--- src/fms_pkg.sv ---
// Purpose: constants and types of the queue and modem status block
// Assumes: 40 MHz clk_i, 8-bit register port
// Notes: offsets are byte addresses on the register port
`default_nettype none
package fms_pkg;
   localparam logic [7:0] OFF_ERR = 8'h06; // error flags
   localparam logic [7:0] OFF_STAT2 = 8'h08; // secondary status
   localparam logic [7:0] OFF_DATA = 8'h09; // queue data port
   localparam logic [7:0] OFF_LEVEL = 8'h0a; // fill level + flush
   localparam logic [7:0] OFF_THR = 8'h0b; // queue threshold
   localparam logic [7:0] OFF_FRAME = 8'h0d; // bit framing, bit 7 trigger
   localparam logic [7:0] OFF_IRQ = 8'h20; // sticky event status
   localparam logic [7:0] OFF_MASK = 8'h21; // event mask
   localparam logic [7:0] OFF_MCTL = 8'h22; // field-wait enables
   localparam logic [7:0] OFF_TXG = 8'h23; // tx guard time, cycles
   localparam logic [7:0] OFF_RXG = 8'h24; // rx guard time, cycles
   localparam int DEPTH = 64; // queue depth in bytes
   localparam logic [6:0] DEPTH_CNT = 7'h40; // depth at count width
   localparam logic [5:0] THR_RST = 6'h08; // threshold after reset
   localparam int B_FLUSH = 7; // level register flush bit
   localparam int B_TCLR = 7; // secondary status bits
   localparam int B_FAST = 6;
   localparam int B_TGT = 4;
   localparam int B_CIPH = 3;
   localparam int B_OVF = 4; // error register overflow bit
   localparam int B_TERR = 6; // error register temperature bit
   localparam int B_TRIG = 7; // framing register trigger bit
   localparam int N_EVT = 4; // interrupt event count
   // interrupt events: overflow, temperature, target, nearly full
   localparam int E_OVF = 0;
   localparam int E_TEMP = 1;
   localparam int E_TGT = 2;
   localparam int E_HI = 3;
   localparam logic [2:0] MS_IDLE = 3'h0; // transceiver state codes
   localparam logic [2:0] MS_TRIG = 3'h1;
   localparam logic [2:0] MS_TXW = 3'h2;
   localparam logic [2:0] MS_SEND = 3'h3;
   localparam logic [2:0] MS_RXW = 3'h4;
   localparam logic [2:0] MS_WDAT = 3'h5;
   localparam logic [2:0] MS_RECV = 3'h6;
   typedef enum {ST_IDLE, ST_TRIG, ST_TXW, ST_SEND, ST_RXW, ST_WDAT, ST_RECV} fms_state_t;
   // register port request
   typedef struct packed {
      logic [7:0] addr;
      logic [7:0] wdata;
      logic wr;
      logic rd;
   } fms_req_t;
   // events from the rest of the frontend, same clock
   typedef struct packed {
      logic cmd_start; // transceive command begins
      logic cmd_stop; // command aborted or ended
      logic tx_done; // last bit sent
      logic rx_start; // first data seen
      logic rx_done; // frame received
      logic auto_coll; // anticollision command running
      logic passive; // passive communication mode
      logic sel_answered; // select or polling answered
      logic auth_ok; // card authentication succeeded
      logic reader_mode; // reader/writer mode
      logic bus_hs_proto; // serial bus runs high-speed protocol
   } fms_evt_t;
endpackage : fms_pkg
`default_nettype wire

--- src/fms_top.sv ---
// Purpose: 64-byte host queue, fill level, secondary status and modem state
// Assumes: one clock, synchronous active-low reset, same-clock frontend events
// Notes: register reads return data in the cycle after the read strobe
`default_nettype none
// Summary of operation
// temp clear works only below alarm limit
// force bit selects fast bus filter
// target flag set by answered select in anticollision; code also requires passive mode
// field off clears target flag
// cipher flag set by card authentication in reader mode
// software clears the cipher flag
// three-bit transceiver state code readable
// tx wait: field wait, tx guard time
// rx wait: field wait, rx guard time
// 64-byte queue behind one data port
// queue buffers serial streams too
// flush resets pointers, overflow; reads zero
// fill count tracks writes and reads
// nearly full when free space <= threshold
// nearly empty when count <= threshold
// write when full sets overflow, no store
// read when empty keeps count zero
module fms_top (
   input wire logic clk_i,
   input wire logic rst_n_i,
   input wire fms_pkg::fms_req_t req_i, // register port request
   input wire fms_pkg::fms_evt_t evt_i, // frontend events
   input wire logic temp_hot_i, // die above alarm limit, async pin
   input wire logic rf_field_i, // external field present, async pin
   input wire logic strm_push_i, // serial side pushes a byte
   input wire logic [7:0] strm_wdata_i, // byte pushed by serial side
   input wire logic strm_pop_i, // serial side pops a byte
   output logic [7:0] rdata_o, // register read data
   output logic [7:0] strm_rdata_o, // byte popped by serial side
   output logic irq_o, // level interrupt
   output logic filter_fast_o, // bus input filter in high-speed mode
   output logic [2:0] state_o, // transceiver state code
   output logic nearly_full_o,
   output logic nearly_empty_o
);
   // synchronisers for the two pins
   logic [1:0] hot_s_r, rf_s_r;
   logic rf_d_r; // delayed field for falling edge
   always_ff @(posedge clk_i) begin
      if (!rst_n_i) begin
         hot_s_r <= 2'h0;
         rf_s_r <= 2'h0;
         rf_d_r <= 1'b0;
      end else begin
         hot_s_r <= {hot_s_r[0], temp_hot_i};
         rf_s_r <= {rf_s_r[0], rf_field_i};
         rf_d_r <= rf_s_r[1];
      end
   end
   logic hot, rf_on, rf_fall;
   assign hot = hot_s_r[1];
   assign rf_on = rf_s_r[1];
   assign rf_fall = rf_d_r & ~rf_on;

   // register port decode
   logic wr, rd;
   assign wr = req_i.wr;
   assign rd = req_i.rd;
   logic w_data, w_lvl, w_st2, r_data;
   assign w_data = wr && req_i.addr == fms_pkg::OFF_DATA;
   assign w_lvl = wr && req_i.addr == fms_pkg::OFF_LEVEL;
   assign w_st2 = wr && req_i.addr == fms_pkg::OFF_STAT2;
   assign r_data = rd && req_i.addr == fms_pkg::OFF_DATA;

   // ---------------- queue ----------------
   logic [7:0] mem_r [fms_pkg::DEPTH]; // flop storage
   logic [7:0] mem_nxt [fms_pkg::DEPTH];
   logic [5:0] wp_r, wp_nxt, rp_r, rp_nxt;
   logic [6:0] cnt_r, cnt_nxt;
   logic ovf_r, ovf_nxt;
   logic push, pop, host_pop, do_push, do_pop, ovf_evt;
   logic [7:0] push_data;
   // host owns the data port; a stream push during a host write, or a stream pop during a host read, is ignored
   assign push = w_data | (strm_push_i & ~w_data);
   assign push_data = w_data ? req_i.wdata : strm_wdata_i;
   assign host_pop = r_data;
   assign pop = r_data | (strm_pop_i & ~r_data);
   assign do_pop = pop && cnt_r != 7'h00;
   assign do_push = push && cnt_r != fms_pkg::DEPTH_CNT;
   assign ovf_evt = push && cnt_r == fms_pkg::DEPTH_CNT;

   // next pointers, count and overflow flag
   always_comb begin
      wp_nxt = wp_r;
      rp_nxt = rp_r;
      cnt_nxt = cnt_r;
      ovf_nxt = ovf_r | ovf_evt;
      mem_nxt = mem_r;
      if (w_lvl && req_i.wdata[fms_pkg::B_FLUSH]) begin
         // flush wins over a simultaneous data access
         wp_nxt = 6'h00;
         rp_nxt = 6'h00;
         cnt_nxt = 7'h00;
         ovf_nxt = 1'b0;
      end else begin
         if (do_push) begin
            mem_nxt[wp_r] = push_data;
            wp_nxt = wp_r + 6'h01; // six-bit wrap is the 64-entry ring
         end
         if (do_pop) begin
            rp_nxt = rp_r + 6'h01;
         end

         case ({do_push, do_pop})
            2'b10: cnt_nxt = cnt_r + 7'h01;
            2'b01: cnt_nxt = cnt_r - 7'h01;
            default: cnt_nxt = cnt_r;
         endcase
      end
   end
   always_ff @(posedge clk_i) begin
      if (!rst_n_i) begin
         wp_r <= 6'h00;
         rp_r <= 6'h00;
         cnt_r <= 7'h00;
         ovf_r <= 1'b0;
      end else begin
         wp_r <= wp_nxt;
         rp_r <= rp_nxt;
         cnt_r <= cnt_nxt;
         ovf_r <= ovf_nxt;
      end
   end
   // storage has no reset; contents are undefined until written
   always_ff @(posedge clk_i) begin
      mem_r <= mem_nxt;
   end

   // ---------------- control and status bits ----------------
   logic [5:0] thr_r, thr_nxt;
   logic terr_r, terr_nxt; // latched temperature error
   logic tclr_r, tclr_nxt; // stored clear bit
   logic fast_r, fast_nxt; // force fast filter
   logic tgt_r, tgt_nxt;
   logic ciph_r, ciph_nxt;
   logic [1:0] mctl_r, mctl_nxt; // bit0 tx field wait, bit1 rx field wait
   logic [7:0] txg_r, txg_nxt, rxg_r, rxg_nxt;
   logic [fms_pkg::N_EVT-1:0] ists_r, ists_nxt, imsk_r, imsk_nxt;
   logic hi_r, hi_nxt, lo_r, lo_nxt, filt_r, filt_nxt;
   logic tgt_set, hi_rise;
   logic [fms_pkg::N_EVT-1:0] evt_v;
   logic [6:0] free_cnt;
   assign tgt_set = evt_i.sel_answered & evt_i.auto_coll & evt_i.passive;
   assign free_cnt = fms_pkg::DEPTH_CNT - cnt_nxt;
   assign hi_rise = hi_nxt & ~hi_r;
   always_comb begin
      evt_v = '0;
      evt_v[fms_pkg::E_OVF] = ovf_evt;
      evt_v[fms_pkg::E_TEMP] = hot & ~terr_r;
      evt_v[fms_pkg::E_TGT] = tgt_set & ~tgt_r;
      evt_v[fms_pkg::E_HI] = hi_rise;
   end

   // next values of control, flags and interrupt registers
   always_comb begin
      thr_nxt = thr_r;
      tclr_nxt = tclr_r;
      fast_nxt = fast_r;
      ciph_nxt = ciph_r;
      mctl_nxt = mctl_r;
      txg_nxt = txg_r;
      rxg_nxt = rxg_r;
      imsk_nxt = imsk_r;
      terr_nxt = terr_r;
      tgt_nxt = tgt_r;
      if (wr) begin
         case (req_i.addr)
            fms_pkg::OFF_THR: thr_nxt = req_i.wdata[5:0];
            fms_pkg::OFF_MCTL: mctl_nxt = req_i.wdata[1:0];
            fms_pkg::OFF_TXG: txg_nxt = req_i.wdata;
            fms_pkg::OFF_RXG: rxg_nxt = req_i.wdata;
            fms_pkg::OFF_MASK: imsk_nxt = req_i.wdata[fms_pkg::N_EVT-1:0];
            fms_pkg::OFF_STAT2: begin
               tclr_nxt = req_i.wdata[fms_pkg::B_TCLR];
               fast_nxt = req_i.wdata[fms_pkg::B_FAST];
               ciph_nxt = req_i.wdata[fms_pkg::B_CIPH];
            end
            default: begin
            end
         endcase
      end
      // clear only while cool; a hot sample keeps it set
      if (w_st2 && req_i.wdata[fms_pkg::B_TCLR] && !hot) begin
         terr_nxt = 1'b0;
      end
      if (hot) begin
         terr_nxt = 1'b1;
      end
      if (rf_fall) begin
         tgt_nxt = 1'b0;
      end
      if (tgt_set) begin
         tgt_nxt = 1'b1;
      end
      // authentication beats a software clear in the same cycle
      if (evt_i.auth_ok && evt_i.reader_mode) begin
         ciph_nxt = 1'b1;
      end
      // write-one-to-clear, a new event wins
      ists_nxt = ists_r;
      if (wr && req_i.addr == fms_pkg::OFF_IRQ) begin
         ists_nxt = ists_r & ~req_i.wdata[fms_pkg::N_EVT-1:0];
      end
      ists_nxt = ists_nxt | evt_v;
      hi_nxt = free_cnt <= {1'b0, thr_nxt};
      lo_nxt = cnt_nxt <= {1'b0, thr_nxt};
      filt_nxt = fast_nxt | evt_i.bus_hs_proto;
   end
   always_ff @(posedge clk_i) begin
      if (!rst_n_i) begin
         thr_r <= fms_pkg::THR_RST;
         terr_r <= 1'b0;
         tclr_r <= 1'b0;
         fast_r <= 1'b0;
         tgt_r <= 1'b0;
         ciph_r <= 1'b0;
         mctl_r <= 2'h0;
         txg_r <= 8'h00;
         rxg_r <= 8'h00;
         ists_r <= '0;
         imsk_r <= '0;
         hi_r <= 1'b0;
         lo_r <= 1'b1;
         filt_r <= 1'b0;
      end else begin
         thr_r <= thr_nxt;
         terr_r <= terr_nxt;
         tclr_r <= tclr_nxt;
         fast_r <= fast_nxt;
         tgt_r <= tgt_nxt;
         ciph_r <= ciph_nxt;
         mctl_r <= mctl_nxt;
         txg_r <= txg_nxt;
         rxg_r <= rxg_nxt;
         ists_r <= ists_nxt;
         imsk_r <= imsk_nxt;
         hi_r <= hi_nxt;
         lo_r <= lo_nxt;
         filt_r <= filt_nxt;
      end
   end

   // ---------------- transceiver state machine ----------------
   fms_pkg::fms_state_t st_r, st_nxt;
   logic [7:0] gcnt_r, gcnt_nxt; // cycles spent in a wait state
   logic trig;
   assign trig = wr && req_i.addr == fms_pkg::OFF_FRAME && req_i.wdata[fms_pkg::B_TRIG];
   always_comb begin
      st_nxt = st_r;
      gcnt_nxt = 8'h00;
      case (st_r)
         fms_pkg::ST_IDLE: if (evt_i.cmd_start) st_nxt = fms_pkg::ST_TRIG;
         fms_pkg::ST_TRIG: if (trig) st_nxt = fms_pkg::ST_TXW;
         fms_pkg::ST_TXW: begin
            // go to sending only after guard time and, if asked, with field
            gcnt_nxt = (gcnt_r == 8'hff) ? gcnt_r : gcnt_r + 8'h01;
            if (gcnt_r >= txg_r && (rf_on || !mctl_r[0])) begin
               st_nxt = fms_pkg::ST_SEND;
            end
         end
         fms_pkg::ST_SEND: if (evt_i.tx_done) st_nxt = fms_pkg::ST_RXW;
         fms_pkg::ST_RXW: begin
            gcnt_nxt = (gcnt_r == 8'hff) ? gcnt_r : gcnt_r + 8'h01;
            if (gcnt_r >= rxg_r && (rf_on || !mctl_r[1])) begin
               st_nxt = fms_pkg::ST_WDAT;
            end
         end
         fms_pkg::ST_WDAT: if (evt_i.rx_start) st_nxt = fms_pkg::ST_RECV;
         fms_pkg::ST_RECV: if (evt_i.rx_done) st_nxt = fms_pkg::ST_IDLE;
         default: st_nxt = fms_pkg::ST_IDLE;
      endcase
      if (evt_i.cmd_stop) begin
         st_nxt = fms_pkg::ST_IDLE;
      end
   end
   always_ff @(posedge clk_i) begin
      if (!rst_n_i) begin
         st_r <= fms_pkg::ST_IDLE;
         gcnt_r <= 8'h00;
      end else begin
         st_r <= st_nxt;
         gcnt_r <= gcnt_nxt;
      end
   end
   logic [2:0] code, code_nxt;
   always_comb begin
      case (st_nxt)
         fms_pkg::ST_TRIG: code_nxt = fms_pkg::MS_TRIG;
         fms_pkg::ST_TXW: code_nxt = fms_pkg::MS_TXW;
         fms_pkg::ST_SEND: code_nxt = fms_pkg::MS_SEND;
         fms_pkg::ST_RXW: code_nxt = fms_pkg::MS_RXW;
         fms_pkg::ST_WDAT: code_nxt = fms_pkg::MS_WDAT;
         fms_pkg::ST_RECV: code_nxt = fms_pkg::MS_RECV;
         default: code_nxt = fms_pkg::MS_IDLE;
      endcase
   end

   // ---------------- read data and outputs ----------------
   logic [7:0] rdata_nxt, srd_nxt;
   logic irq_nxt;
   always_comb begin
      rdata_nxt = 8'h00; // unmapped addresses read zero
      if (rd) begin
         case (req_i.addr)
            fms_pkg::OFF_DATA: rdata_nxt = mem_r[rp_r];
            fms_pkg::OFF_LEVEL: rdata_nxt = {1'b0, cnt_r};
            fms_pkg::OFF_STAT2: rdata_nxt = {tclr_r, fast_r, 1'b0, tgt_r, ciph_r, code};
            fms_pkg::OFF_THR: rdata_nxt = {2'h0, thr_r};
            fms_pkg::OFF_ERR: rdata_nxt = {1'b0, terr_r, 1'b0, ovf_r, 4'h0};
            fms_pkg::OFF_IRQ: rdata_nxt = {4'h0, ists_r};
            fms_pkg::OFF_MASK: rdata_nxt = {4'h0, imsk_r};
            fms_pkg::OFF_MCTL: rdata_nxt = {6'h00, mctl_r};
            fms_pkg::OFF_TXG: rdata_nxt = txg_r;
            fms_pkg::OFF_RXG: rdata_nxt = rxg_r;
            default: rdata_nxt = 8'h00;
         endcase
      end
      // stream pop sees the head byte; host pops win the port
      srd_nxt = (strm_pop_i && !host_pop) ? mem_r[rp_r] : strm_rdata_o;
      irq_nxt = |(ists_nxt & imsk_nxt);
   end
   always_ff @(posedge clk_i) begin
      if (!rst_n_i) begin
         rdata_o <= 8'h00;
         strm_rdata_o <= 8'h00;
         irq_o <= 1'b0;
         code <= fms_pkg::MS_IDLE;
      end else begin
         rdata_o <= rdata_nxt;
         strm_rdata_o <= srd_nxt;
         irq_o <= irq_nxt;
         code <= code_nxt;
      end
   end
   assign state_o = code;
   assign filter_fast_o = filt_r;
   assign nearly_full_o = hi_r;
   assign nearly_empty_o = lo_r;
endmodule : fms_top
`default_nettype wire

--- config.mk ---
export PLATFORM = sky130hd
export DESIGN_NAME = fms_top
export DESIGN_NICKNAME = d
export VERILOG_FILES = /design/src/fms_pkg.sv /design/src/fms_top.sv
export SDC_FILE = /design/constraint.sdc
export NUM_CORES = 1
export LEC_CHECK = 0
export ABC_AREA = 1
export ABC_CLOCK_PERIOD_IN_PS = 5000
export BUFFER_PORTS_ARGS = -buffer_cell sky130_fd_sc_hd__buf_4
export CELL_PAD_IN_SITES_DETAIL_PLACEMENT = 1
export CELL_PAD_IN_SITES_GLOBAL_PLACEMENT = 2
export CORE_MARGIN = 3
export CORE_UTILIZATION = 40
export DETAILED_ROUTE_END_ITERATION = 8
export PLACE_DENSITY_LB_ADDON = 0.1
export SETUP_SLACK_MARGIN = 0.05
export SKIP_LAST_GASP = 1
export SLEW_MARGIN = 0
export SYNTH_ARGS = -nofsm -noshare
export SYNTH_HDL_FRONTEND = slang
export SYNTH_SLANG_ARGS = --single-unit
export TNS_END_PERCENT = 20
--- constraint.sdc ---
create_clock -name clk_i -period 5 [get_ports clk_i]
set_input_delay 0.25 -clock clk_i [delete_from_list [all_inputs] [get_ports clk_i]]
set_output_delay 0.25 -clock clk_i [all_outputs]
set_load 0.01 [all_outputs]
Word level (Yosys, flattened, before mapping):

Index checks and enable logic that the tools add are counted.

* flip-flop bits (word level): 637
* input port bits: 43

* reduce and logical (&&, ||, !) cells: 41
* order comparisons: 7
* equality and inequality tests: 28
* muxes and demuxes: 34
* bitwise operators: 26
* add/sub/neg operators: 6

Operator list (count)
* $bwmux W512: 1
* $mux W32: 8
* $pmux W32 S7: 1
* $eq A32 B3 Y1 const B: 6
* $eq A32 B2 Y1 const B: 4
* $pmux W8 S10: 1
* $eq A32 B1 Y1 const B: 2
* $bmux W8 S6: 1
* $demux W8 S6: 1
* $eq A8 B4 Y1 const B: 5
* $eq A8 B6 Y1 const B: 5
* $logic_not A32 Y1: 1
* $mux W8: 4
* $logic_and A1 B1 Y1: 18
* $pmux W3 S6: 1
* $ge A8 B8 Y1: 2
* $reduce_and A2 Y1: 8
* $ge A7 B7 Y1 const B: 2
* $le A7 B6 Y1: 2
* $not A6 Y7: 2
* $pmux W7 S2: 1
* $add A6 B1 Y6 const B: 2
* $mux W4: 3
* $mux W6: 2
* 25 further kinds: 59

Depth between registers and ports, before layout:

* word-level depth: 15
* mapped depth: 31

Worst setup path before layout:

Ideal clock, no wire load.

* kind: input to register
* start: input req_i[12] in the netlist's numbering
* end: register mem_r[106] in the netlist's numbering (data pin)
* data arrival time: 3544 ps
* stages on the path: 6
* path slack: 754 ps
* required time: 4298 ps
* buffers on the path: 1
* setup time: 702 ps
* path through: inv_1 -> nand2_1 -> nor3_2 -> nand2_2 -> clkbuf_1 -> o21ai_0

* word-level cells in the longest chain between the ends: 4

Ends and longest elaborated chain
* from (decl): line fms_top.sv:26 `input wire fms_pkg::fms_req_t req_i,`
* $eq A8 B4 Y1: line fms_top.sv:65 `assign w_data = wr && req_i.addr == fms_pkg::OFF_DATA;`
* $logic_and A1 B1 Y1: line fms_top.sv:65
* $mux W8: line fms_top.sv:80 `assign push_data = w_data ? req_i.wdata : strm_wdata_i;`
* named net push_data[2]: line fms_top.sv:77 `logic [7:0] push_data;`
* $bwmux W512: line fms_top.sv:102 `mem_nxt[wp_r] = push_data;`
* to (signal assigned): line fms_top.sv:131 `mem_r <= mem_nxt;`
* to (decl): line fms_top.sv:71 `logic [7:0] mem_r [fms_pkg::DEPTH];`

The timed path passes the listed nets, and every way through them passes these cells.
A chain may end at the register's enable or synchronous reset.

Final worst setup path:

* start: register cnt_r[0]
* end: register irq_o

* word-level cells in the longest chain between the ends: 11
* elaborated cells on any way between the ends: 18

Ends and longest elaborated chain
* from (decl): line fms_top.sv:74 `logic [6:0] cnt_r, cnt_nxt;`
* from (signal assigned): line fms_top.sv:125 `cnt_r <= cnt_nxt;`
* $reduce_bool A7 Y1 *: line fms_top.sv:83 `assign do_pop = pop && cnt_r != 7'h00;`
* $logic_and A1 B1 Y1 *: line fms_top.sv:83
* named net do_pop: line fms_top.sv:76 `logic push, pop, host_pop, do_push, do_pop, ovf_evt;`
* $eq A2 B1 Y1 / $eq A2 B2 Y1 (equally long branches): line fms_top.sv:109 `case ({do_push, do_pop})`
* $pmux W7 S2 *: line fms_top.sv:109
* $mux W7 *: line fms_top.sv:94 `if (w_lvl && req_i.wdata[fms_pkg::B_FLUSH]) begin`
* $sub A7 B7 Y7 *: line fms_top.sv:149 `assign free_cnt = fms_pkg::DEPTH_CNT - cnt_nxt;`
* $le A7 B6 Y1 *: line fms_top.sv:210 `hi_nxt = free_cnt <= {1'b0, thr_nxt};`
* $and A1 B1 Y1 *: line fms_top.sv:150 `assign hi_rise = hi_nxt & ~hi_r;`
* $or A4 B4 Y4 *: line fms_top.sv:209 `ists_nxt = ists_nxt | evt_v;`
* $and A4 B4 Y4 *: line fms_top.sv:325 `irq_nxt = |(ists_nxt & imsk_nxt);`
* $reduce_or A4 Y1 *: line fms_top.sv:325
* to (signal assigned): line fms_top.sv:336 `irq_o <= irq_nxt;`
* to (decl): line fms_top.sv:35 `output logic irq_o,`

Mark *: on every way through the listed nets, which the timed path passes. The rest lies on a longest branch.

==> results.toml <==
[clock_network]
cts.sinks = 637
path_clk_slew_ps = 60
cts_tree = "done"
cts_made_buffers = 71
clk_latency_ps = 610
clock_path_buffers = 3
root_buffer = "clkbuf_16"
htreeDepth = 3
cts_setup_buffers = 0

[grt]
antenna_found_initial = 0
grt_pass1_vias = 19600
grtUsageTotal_pct = 23.2
grt-ovfl-total = 0
grt_first_pass_wirelength_um = 123000
grt_max_degree = 90

[status]
status = "completed"

[timing]
clock_skew_ps = 23.2
relSlewSlack_pct = 9.94
setup_viol = 0
setup_tns_ps = 0
fin_crit_ps = 4460
hold_violations = 0
rsz0062_at_grt = "no"
slew_viol_final = 0
worstMarginPinSlew_ps = 1350
setup_slack_ps = 537
fin_crit_sh_pct = 89.3
clock.fmax_mhz = 224

[finish]
n_antenna_cell = 0
layout-drive-gt1-share_pct = 10.2
multi_input_area_um2 = 7710
nets = 2584
fillers = 7017
final_util_pct = 46.7
final_common_cell = "edfxtp_1"
register_area_um2 = 17900
area_growth_pct = 14.1
layout_common_cells = "edfxtp_1 (512), nor2_1 (425), o21ai_0 (268)"

[yosys]
ys_types = 56
ys_seq_area_share_pct = 67.1
syn-instance-count = 2407
syn_avg_cell_area_um2 = 11.1
syn_area_um2 = 26600
ys.warnings.count = 0
async_reset_ff_share_pct = 0
yosys_register_bits = 637
ys.flop_type = "edfxtp_1"
synth_edf_count = 512

[placed_design]
gp_congestion = 0.845
dp_hpwl_um = 51600
dp_slack_ps = 341
port_buffers = 65

[drt]
wire_per_inst_um = 23.7
drt_pass1_iterations = 8
drcViolationCount = 0
vias = 18800
wl_um = 81000
drt_first_iter_violations = 1536
drtAntennaViolNets = 0
vias_per_cell = 5.51

[power]
total_power_w = 0.0143
p_leak_nw = 10.5
irDropWorstVdd_v = 0.000255
p_per_area_nw_per_um2 = 471

[die]
core_um2 = 65200
rows = 93
dieArea_um2 = 69800
ios = 66
die_h_um = 264
die_w_um = 264
start_util_pct = 40.9

[setup_path]
critPathMaxFanout = 7
crit_path_max_incr_delay_ps = 520
path_class = "register to register"
cp_slowest_cell = "fa_1"
worst-endpoint-arrival_ps = 5000
worstPathRequired_ps = 5540
path_common_cell = "nand2_1"
crit_path_end_kind = "register"
start_kind = "register"

[run]
drv_cap = 0

[hold_path]
hold_path.class = "input pin to register"
==> critical path: cells and delay by family, from the launching register on <==
kind	cells	cell delay [ps]
DFF	1	370
buffers and inverters	4	390
xor gates and xnor gates	1	170
and+or+nand+nor	14	1420
AOI/OAI and AO/OA	3	640
adders and majority gates	4	1410
==> area by class of cell <==
type | instances | area share, %
Inverter | 160 | 1.99
Clock buffer | 92 | 6.36
Tap cell | 855 | 3.52
Multi-Input combinational cell | 1518 | 25.4
Clock inverter | 36 | 0.852
Sequential cell | 637 | 58.8
Timing Repair Buffer | 115 | 3.09
==> kinds of logic after synthesis <==
family                     Yosys count  share of synthesized area, %
adders and majority gates           38                          1.81
xor gates and xnor gates             9                         0.296
DFF                                637                          67.1
muxes                                4                         0.169
other                                1                        0.0141
and+or+nand+nor                    861                          13.7
AOI/OAI and AO/OA                  577                          12.2
buffers and inverters              280                          4.66
==> stage by stage <==
| stage | cell area, µm² | hold WS [ps] | std cells |
|---|---|---|---|
| detailed placement | 28100 | 404 | 3274 |
| floorplan | 26800 | 348 | 2435 |
| CTS | 30400 | 2.87 | 3413 |
| finish | 30400 | 24.3 | 3413 |
| global route | 30400 | 46.0 | 3413 |
| global placement | 28100 | 394 | 3274 |
==> registers in the layout, summed over array words and instances (netlist names), 7 cells and up <==
register	count
mem_r	512
st_r	32
gcnt_r	8
rdata_o	8
rxg_r	8
strm_rdata_o	8
txg_r	8
cnt_r	7
==> final timing paths <==
| kind | startpoint | cells past startpoint | slack [ps] | to |
|---|---|---|---|---|
| max reg2reg | cnt_r[0] | 26 | 540 | irq_o |
| max | cnt_r[0] | 26 | 540 | irq_o |
| min | req_i[6] | 3 | 20 | txg_r[4] |
| min reg2reg | rf_s_r[0] | 2 | 420 | rf_s_r[1] |
==> power breakdown <==
part	total [W]	internal [W]	leakage [nW]	switching, W
Combinational	0.00335	0.00104	3.83	0.00232
Clock	0.00498	0.00289	1.09	0.00210
Sequential	0.00599	0.00583	5.63	0.000154
Total	0.0143	0.00975	10.5	0.00457
==> metal layers <==
metal	global-route usage, %	vias to the layer above	wire [µm]
li1	-	8757	-
met1	31.8	9488	36600
met2	38.0	455	38400
met3	3.94	98	4280
met4	6.49	0	1730
met5	0	-	0
==> synthesized netlist by cell type (all sizes together) (4+ instances only) <==
| library cell | instances | area, µm² |
|---|---|---|
| edfxtp | 512 | 15400 |
| nor2 | 437 | 1680 |
| o21ai | 325 | 1630 |
| nand2 | 256 | 981 |
| inv | 158 | 596 |
| dfxtp | 125 | 2500 |
| a21oi | 84 | 424 |
| nand3 | 84 | 438 |
| o22ai | 79 | 494 |
| clkbuf | 63 | 240 |
| buf | 57 | 399 |
| o211ai | 42 | 320 |
| ha | 37 | 463 |
| nand4 | 37 | 277 |
| nor3 | 32 | 180 |
| o221ai | 27 | 236 |
| nor4 | 7 | 43.8 |
| xnor2 | 7 | 61.3 |
| a211oi | 6 | 45.0 |
| mux2 | 4 | 45.0 |
| or2 | 4 | 25.0 |
==> what timing repair did <==
action | in CTS | in global routing
resized for setup | 0 | 1
hold buffers | 11 | 0
endpoints found under the hold margin | 13 | 0
endpoints found under the setup margin | 0 | 2
Note: power is estimated with default switching activity, not from simulation.
